<file path="config.mk">
export PLATFORM = sky130hd
export DESIGN_NAME = adc_timing_control
export DESIGN_NICKNAME = d
export VERILOG_FILES = /design/src/adc_timing_control.v /design/src/conv_clock_gen.v
export VERILOG_INCLUDE_DIRS = /design/src
export SDC_FILE = /design/constraint.sdc
export NUM_CORES = 1
export LEC_CHECK = 0
export BUFFER_PORTS_ARGS = -buffer_cell sky130_fd_sc_hd__buf_4
export CAP_MARGIN = 20
export CORE_ASPECT_RATIO = 1.75
export CORE_MARGIN = 2
export CORE_UTILIZATION = 50
export DETAILED_ROUTE_END_ITERATION = 16
export PLACE_DENSITY = 0.85
export SKIP_LAST_GASP = 1
export SLEW_MARGIN = 0
export SYNTH_ARGS = -nofsm -noshare
export SYNTH_HDL_FRONTEND = slang
export SYNTH_SLANG_ARGS = --single-unit
</file>
<file path="constraint.sdc">
create_clock -name I_CORE_CLK -period 4.5 [get_ports I_CORE_CLK]
set_input_delay 0.9 -clock I_CORE_CLK [delete_from_list [all_inputs] [get_ports I_CORE_CLK]]
set_output_delay 0.9 -clock I_CORE_CLK [all_outputs]
set_load 0.01 [all_outputs]
</file>
<file path="src/adc_timing_defs.vh">
// constants for the converter timing configuration block
// assumes a 20 MHz core clock; one instruction cycle is one core clock
`ifndef ADC_TIMING_DEFS_VH
`define ADC_TIMING_DEFS_VH
`define ADDR_TIMING_CONFIG 32'h0000_0000
`define ADDR_TIMING_STATUS 32'h0000_0004
`define TIMING_CONFIG_RESET 16'h0000
`define FIELD_SRC_BIT 15
`define FIELD_SAMPLE_HI 12
`define FIELD_SAMPLE_LO 8
`define FIELD_DIV_HI 7
`define FIELD_DIV_LO 0
`define WRITE_MASK 16'h9FFF
`define HTRANS_NONSEQ 2'h2
`define HRESP_OKAY 1'h0
`endif

</file>
<file path="src/adc_timing_control.v">
// timing configuration register of the converter with AHB-Lite slave
// assumes a single AHB-Lite master on I_CORE_CLK; rc tick is async pin
//
// Chosen here: the AHB-Lite slave port and the register offsets.
`timescale 1ns/10ps
`default_nettype none
`include "adc_timing_defs.vh"
// Notes on behaviour
// - source bit picks RC or instruction clock
// - sample time is field times periods
// - period is divider plus one instruction cycles; the RC tick is not divided
// - implemented bits reset zero, read/write
module adc_timing_control (
    input wire I_CORE_CLK,
    input wire I_SYS_RST,
    input wire I_HSEL,
    input wire [31:0] I_HADDR,
    input wire [1:0] I_HTRANS,
    input wire I_HWRITE,
    input wire [2:0] I_HSIZE,
    input wire [31:0] I_HWDATA,
    input wire I_HREADY,
    input wire I_RC_OSC,
    input wire I_SAMPLE_START,
    output reg [31:0] O_HRDATA,
    output wire O_HREADYOUT,
    output wire O_HRESP,
    output wire O_CONV_TICK,
    output wire O_SAMPLING,
    output wire O_SAMPLE_DONE
);
    // fixed layout of the one configuration word
    localparam [15:0] CFG_RST = `TIMING_CONFIG_RESET;
    localparam [15:0] CFG_MASK = `WRITE_MASK;

    // configuration word as seen by the timing logic
    wire [15:0] timing_cfg;

    // fields of the configuration word
    wire src_sel;
    wire [4:0] sample_time;
    wire [7:0] divider;

    // bus side state and decode
    reg wr_pend_r;
    reg cfg_hit;
    reg stat_hit;
    reg [31:0] rdata_nxt;
    wire [15:0] cfg_view;
    wire take;
    wire cfg_wr_en;

    // rc pin synchroniser and edge detector
    reg rc_s1_r;
    reg rc_s2_r;
    reg rc_s3_r;
    wire rc_tick;

    // sample request edge detector
    reg start_d_r;
    wire start_pulse;

    // zero wait states: every transfer ends in its first data cycle
    assign O_HREADYOUT = 1'b1;

    // nothing is refused, so the response never leaves okay
    assign O_HRESP = `HRESP_OKAY;

    // a transfer is taken only when selected, ready and non-sequential;
    // idle and busy cycles fall through without any side effect
    assign take = I_HSEL && I_HREADY && (I_HTRANS == `HTRANS_NONSEQ);

    // address decode of the two word offsets; all else is unmapped
    always @*
    begin
        cfg_hit = 1'b0;
        stat_hit = 1'b0;
        if (I_HADDR == `ADDR_TIMING_CONFIG)
            cfg_hit = 1'b1;
        else if (I_HADDR == `ADDR_TIMING_STATUS)
            stat_hit = 1'b1;
    end

    // write data arrives one cycle after its address, so only the hit
    // on the configuration word is carried into the data phase; the
    // status word is read-only and writes to it are dropped here
    always @(posedge I_CORE_CLK)
    begin
        if (I_SYS_RST)
            wr_pend_r <= 1'b0;
        else
            wr_pend_r <= take && I_HWRITE && cfg_hit;
    end

    // the write lands at the end of the data phase
    assign cfg_wr_en = wr_pend_r;

    // one flop per implemented bit; holes in the mask stay constant,
    // so no write pattern can ever set them
    genvar b;
    generate
        for (b = 0; b < 16; b = b + 1)
        begin : g_cfg_bit
            if (CFG_MASK[b])
            begin : g_impl
                reg bit_r;
                always @(posedge I_CORE_CLK)
                begin
                    if (I_SYS_RST)
                        bit_r <= CFG_RST[b];
                    else if (cfg_wr_en)
                        bit_r <= I_HWDATA[b];
                end
                assign timing_cfg[b] = bit_r;
            end
            else
            begin : g_hole
                assign timing_cfg[b] = 1'b0;
            end
        end
    endgenerate

    assign src_sel = timing_cfg[`FIELD_SRC_BIT];

    assign sample_time = timing_cfg[`FIELD_SAMPLE_HI:`FIELD_SAMPLE_LO];

    // divider field, period is code plus one
    assign divider = timing_cfg[`FIELD_DIV_HI:`FIELD_DIV_LO];

    // a read whose address phase meets a write's data phase must see the
    // new word; without this a write and read back to back read stale
    assign cfg_view = cfg_wr_en ? (I_HWDATA[15:0] & CFG_MASK) : timing_cfg;

    // read data mux; unmapped offsets read as zero
    always @*
    begin
        rdata_nxt = 32'h0000_0000;
        if (cfg_hit)
            rdata_nxt = {16'h0000, cfg_view};
        else if (stat_hit)
            rdata_nxt = {30'h0000_0000, O_SAMPLING, O_CONV_TICK};
    end

    // read data is launched at the end of the address phase and stands
    // through the data phase until the next read is taken; the status
    // bits are a snapshot and may be stale by the time they are used
    always @(posedge I_CORE_CLK)
    begin
        if (I_SYS_RST)
            O_HRDATA <= 32'h0000_0000;
        else if (take && !I_HWRITE)
            O_HRDATA <= rdata_nxt;
    end

    // rc oscillator pin is asynchronous: two flops, then edge detect;
    // only the second flop feeds logic, the first may be metastable
    always @(posedge I_CORE_CLK)
    begin
        if (I_SYS_RST)
        begin
            rc_s1_r <= 1'b0;
            rc_s2_r <= 1'b0;
            rc_s3_r <= 1'b0;
        end
        else
        begin
            rc_s1_r <= I_RC_OSC;
            rc_s2_r <= rc_s1_r;
            rc_s3_r <= rc_s2_r;
        end
    end

    // one tick per rising edge of the oscillator; the pin idles low, as
    // the flops do after reset, so no false edge follows reset
    assign rc_tick = rc_s2_r && !rc_s3_r;

    // a start held high opens one window only; a level would retrigger
    // back to back windows when the sample time is non-zero
    always @(posedge I_CORE_CLK)
    begin
        if (I_SYS_RST)
            start_d_r <= 1'b0;
        else
            start_d_r <= I_SAMPLE_START;
    end

    // start request qualified to its first cycle
    assign start_pulse = I_SAMPLE_START && !start_d_r;

    conv_clock_gen u_gen (
        .i_clk(I_CORE_CLK),
        .i_rst(I_SYS_RST),
        .i_use_rc(src_sel),
        .i_rc_tick(rc_tick),
        .i_divider(divider),
        .i_sample_time(sample_time),
        .i_sample_start(start_pulse),
        .o_period_tick(O_CONV_TICK),
        .o_sampling(O_SAMPLING),
        .o_sample_done(O_SAMPLE_DONE)
    );

    // limitation: a divider change takes effect at once against the running
    // count, so the first period after a write may be of neither length;
    // reserved divider codes are not refused and simply divide further
endmodule // adc_timing_control
`default_nettype wire

</file>
<file path="src/conv_clock_gen.v">
// conversion clock tick generator and auto-sample period counter
// assumes the enable pulses all live on the one core clock
`timescale 1ns/10ps
`default_nettype none
module conv_clock_gen (
    input wire i_clk,
    input wire i_rst,
    input wire i_use_rc,
    input wire i_rc_tick,
    input wire [7:0] i_divider,
    input wire [4:0] i_sample_time,
    input wire i_sample_start,
    output reg o_period_tick,
    output reg o_sampling,
    output reg o_sample_done
);
    reg [7:0] div_cnt_r;
    reg [4:0] samp_cnt_r;
    wire cyc_tick;

    // divide the instruction cycle by divider plus one
    assign cyc_tick = (div_cnt_r >= i_divider);

    always @(posedge i_clk)
    begin
        if (i_rst)
        begin
            div_cnt_r <= 8'h00;
            o_period_tick <= 1'b0;
        end
        else
        begin
            if (cyc_tick)
                div_cnt_r <= 8'h00;
            else
                div_cnt_r <= div_cnt_r + 8'h01;
            o_period_tick <= i_use_rc ? i_rc_tick : cyc_tick;
        end
    end

    // sample window of sample_time conversion periods; zero ends at once
    always @(posedge i_clk)
    begin
        if (i_rst)
        begin
            samp_cnt_r <= 5'h00;
            o_sampling <= 1'b0;
            o_sample_done <= 1'b0;
        end
        else
        begin
            o_sample_done <= 1'b0;
            if (i_sample_start && !o_sampling)
            begin
                if (i_sample_time == 5'h00)
                    o_sample_done <= 1'b1;
                else
                begin
                    o_sampling <= 1'b1;
                    samp_cnt_r <= i_sample_time;
                end
            end
            else if (o_sampling && o_period_tick)
            begin
                if (samp_cnt_r == 5'h01)
                begin
                    o_sampling <= 1'b0;
                    o_sample_done <= 1'b1;
                end
                samp_cnt_r <= samp_cnt_r - 5'h01;
            end
        end
    end
endmodule // conv_clock_gen
`default_nettype wire

</file>
==> reports/results.tsv <==
stage	metric	value	unit
global_routing	grt_use_total	0.195	
clocking	cts-root-buf	clkbuf_8	
finish	n_antenna_cell	0	
yosys	syn-instance-count	258	
yosys	synthDistinctLibCells	49	
die	dieHeight	94.9	microns
hold_path	holdPathEnd	rc_s2_r$_SDFF_PP0_	
clocking	cts_htree_levels	2	
global_routing	antenna_found_initial	0	
yosys	ys_seq_elements	49	
clocking	cts_sinks	49	
setup_path	worst-setup-path-type	in2reg	
global_routing	grt_pass1_vias	1898	
global_routing	grt_pass1_wl	8250	microns
finish	fin_nets	410	
setup_path	reg2regPathDepth	4	
power_and_ir_drop	ir_drop	0.000264	V
die	start_util	0.511	
route	drc_errors	0	
sta	setup_viol	0	
route	ant_nets	0	
yosys	seq_area_frac_synth	0.415	
yosys	netlist_area	2360	sq um
route	drt_first_pass_iters	4	
clocking	cts_tree	built	
global_routing	grt_max_degree	31	
sta	fmax	464	MHz
sta	hold_violations	0	
sta	tightest_slew	0.858	ns
run	maxCapViolCount	0	
finish	fillers	403	
setup_path	rr_endpoint	u_gen.samp_cnt_r[1]$_SDFFE_PP0P_	
placement	io_buffers	71	
placement	place.gp.congestion	0.872	
die	fp.dieW	55.9	microns
finish	drive_gt1_frac	0.262	
setup_path	reg2reg_slack	2.74	ns
clocking	cts_buffers	5	
clocking	hold_buffers	0	
clocking	post_cts_resize_count	0	
sta	tns	0	ns
setup_path	critPathArrivalTime	2.41	ns
finish	final_core_util	0.635	
die	core	4620	sq um
clocking	cts_setup_buffers	0	
global_routing	grt_overflow	0	
sta	whs	0.464	ns
finish	area.growth.synth_to_final	24.4	%
yosys	synth-async-reset-ratio	0	
setup_path	crit_path_max_fanout	14	
power_and_ir_drop	p_per_area	277	nW/um^2
die	dieArea	5310	sq um
sta	fin_crit	2.16	ns
clocking	clkLatencyLatePin	0.31	ns
placement	dp_hpwl	4000	microns
route	initialDrtViolationCount	32	
setup_path	end_kind	flop	
yosys	synth_enable_flop_cells	0	
placement	pre_cts_ws	2.02	ns
route	wl_per_cell	13.6	microns
clocking	clk_pin_slew	0.09	ns
die	ioPinCount	113	
power_and_ir_drop	p_leak	1.21	nW
yosys	synthFlopType	dfxtp_1	
setup_path	critPathRequiredTime	4.75	ns
clocking	clk_path_buf_depth	2	
hold_path	whs_path_depth	1	
sta	rsz0062_at_grt	false	
setup_path	r2r-start	u_gen.o_sampling$_SDFFE_PP0P_	
die	rows	33	
status	status	finished, final reports clean	
sta	drv_slew	0	
power_and_ir_drop	total_power	0.000814	W
sta	setup_ws	2.34	ns
setup_path	start_kind	primary input	
route	num_vias	2004	
yosys	synth_warnings	0	
sta	skew	0.00540	ns
route	drt-vias-per-instance	5.33	
sta	period_share	0.479	
hold_path	hp-start	rc_s1_r$_SDFF_PP0_	
route	wl	5110	microns
yosys	avgSynthCellArea	9.15	sq um
sta	slew_headroom	0.426	
hold_path	worstHoldPathType	reg2reg	
-- logic make-up (layout without fill, tap and decap cells) --
group                    count (synthesis)  in the layout  share of synthesized area
AND/OR/NAND/NOR                         89             89                      0.192
XOR/XNOR                                 6              6                     0.0223
adder cells (fa/ha/maj)                 11             11                     0.0583
other                                    2             20                    0.00318
AO/OA/AOI/OAI                           43             43                      0.142
multiplexers                            15             15                     0.0636
flip-flops                              49             49                      0.415
buffers and inverters                   43             91                      0.104
-- routing by layer --
| layer | GRT usage | wire length, microns |
|---|---|---|
| met5 | 0 | 0 |
| met4 | 0.0853 | 157 |
| met3 | 0.0479 | 294 |
| met2 | 0.362 | 2660 |
| met1 | 0.207 | 2000 |
-- how the worst max path moves through the flow --
stage | start | end | slack (ns) | depth (start not counted)
5_1_grt | I_HADDR[8] | O_HRDATA[7]$_SDFFE_PP0P_ | 2.18 | 5
2_1_floorplan | I_HTRANS[0] | O_HRDATA[10]$_SDFFE_PP0P_ | 2.37 | 6
6_report | I_HADDR[1] | O_HRDATA[6]$_SDFFE_PP0P_ | 2.34 | 5
4_1_cts | I_HADDR[1] | O_HRDATA[2]$_SDFFE_PP0P_ | 2.34 | 5
3_3_place_gp | I_HADDR[17] | O_HRDATA[6]$_SDFFE_PP0P_ | 2.06 | 5
3_5_place_dp | I_HADDR[1] | O_HRDATA[2]$_SDFFE_PP0P_ | 2.02 | 5
-- synthesized netlist by cell type (all sizes together) (7+ instances only) --
cell,number,share of area
a21oi,8,0.019
nor4,9,0.024
dfxtp,49,0.42
ha,11,0.058
nor2,28,0.045
nor3,15,0.032
buf,23,0.072
a22o,13,0.052
mux2i,15,0.064
inv,12,0.019
clkbuf,8,0.013
nand2,7,0.011
-- layout make-up --
cell class	count	area (sq um)	share of cell area
clock buffers	6	72.6	0.0247
clock inverters	2	38.8	0.0132
inverters	12	45.0	0.0153
multi-input cells	184	1200	0.409
flip-flops and latches	49	981	0.334
well taps	52	65.1	0.0221
repair buffers	71	533	0.181
-- report_power, final --
part,switching [W],total [W],internal (W)
Combinational,0.0000296,0.0000655,0.0000359
Clock,0.000145,0.000312,0.000167
Sequential,0.00000168,0.000437,0.000436
-- worst max-delay path, cell delays in order --
cell     delay (ns)
buf_4          0.11
nor4_1         0.29
nand4_1        0.17
nor2_1         0.70
a22o_1         0.24
-- per-stage QoR --
step                      area, sq um  cells
after floorplan                  2430    276
after global placement           2830    368
after detailed placement         2830    368
after CTS                        2940    376
after global routing             2940    376
final                            2940    376
-- sequential cells by signal (all words and copies together), names as in the netlist --
register                count
g_cfg_bit.g_impl.bit_r     14
u_gen.o_period_tick         1
O_HRDATA                   14
u_gen.o_sample_done         1
rc_s1_r                     1
u_gen.samp_cnt_r            5
rc_s2_r                     1
rc_s3_r                     1
u_gen.div_cnt_r             8
start_d_r                   1
u_gen.o_sampling            1
cfg_wr_en                   1
-- cell usage in the layout (no fill, tap or decap), types with 9 or more instances in the layout --
| master | Yosys | final |
|---|---|---|
| a22o_1 | 12 | 12 |
| nor2_1 | 28 | 28 |
| conb_1 | 2 | 20 |
| nor4_1 | 9 | 9 |
| nor3_1 | 15 | 15 |
| dfxtp_1 | 49 | 49 |
| ha_1 | 11 | 11 |
| mux2i_1 | 15 | 15 |
| buf_4 | 20 | 71 |
| inv_1 | 12 | 12 |
Note: power is estimated with default switching activity, not from simulation.
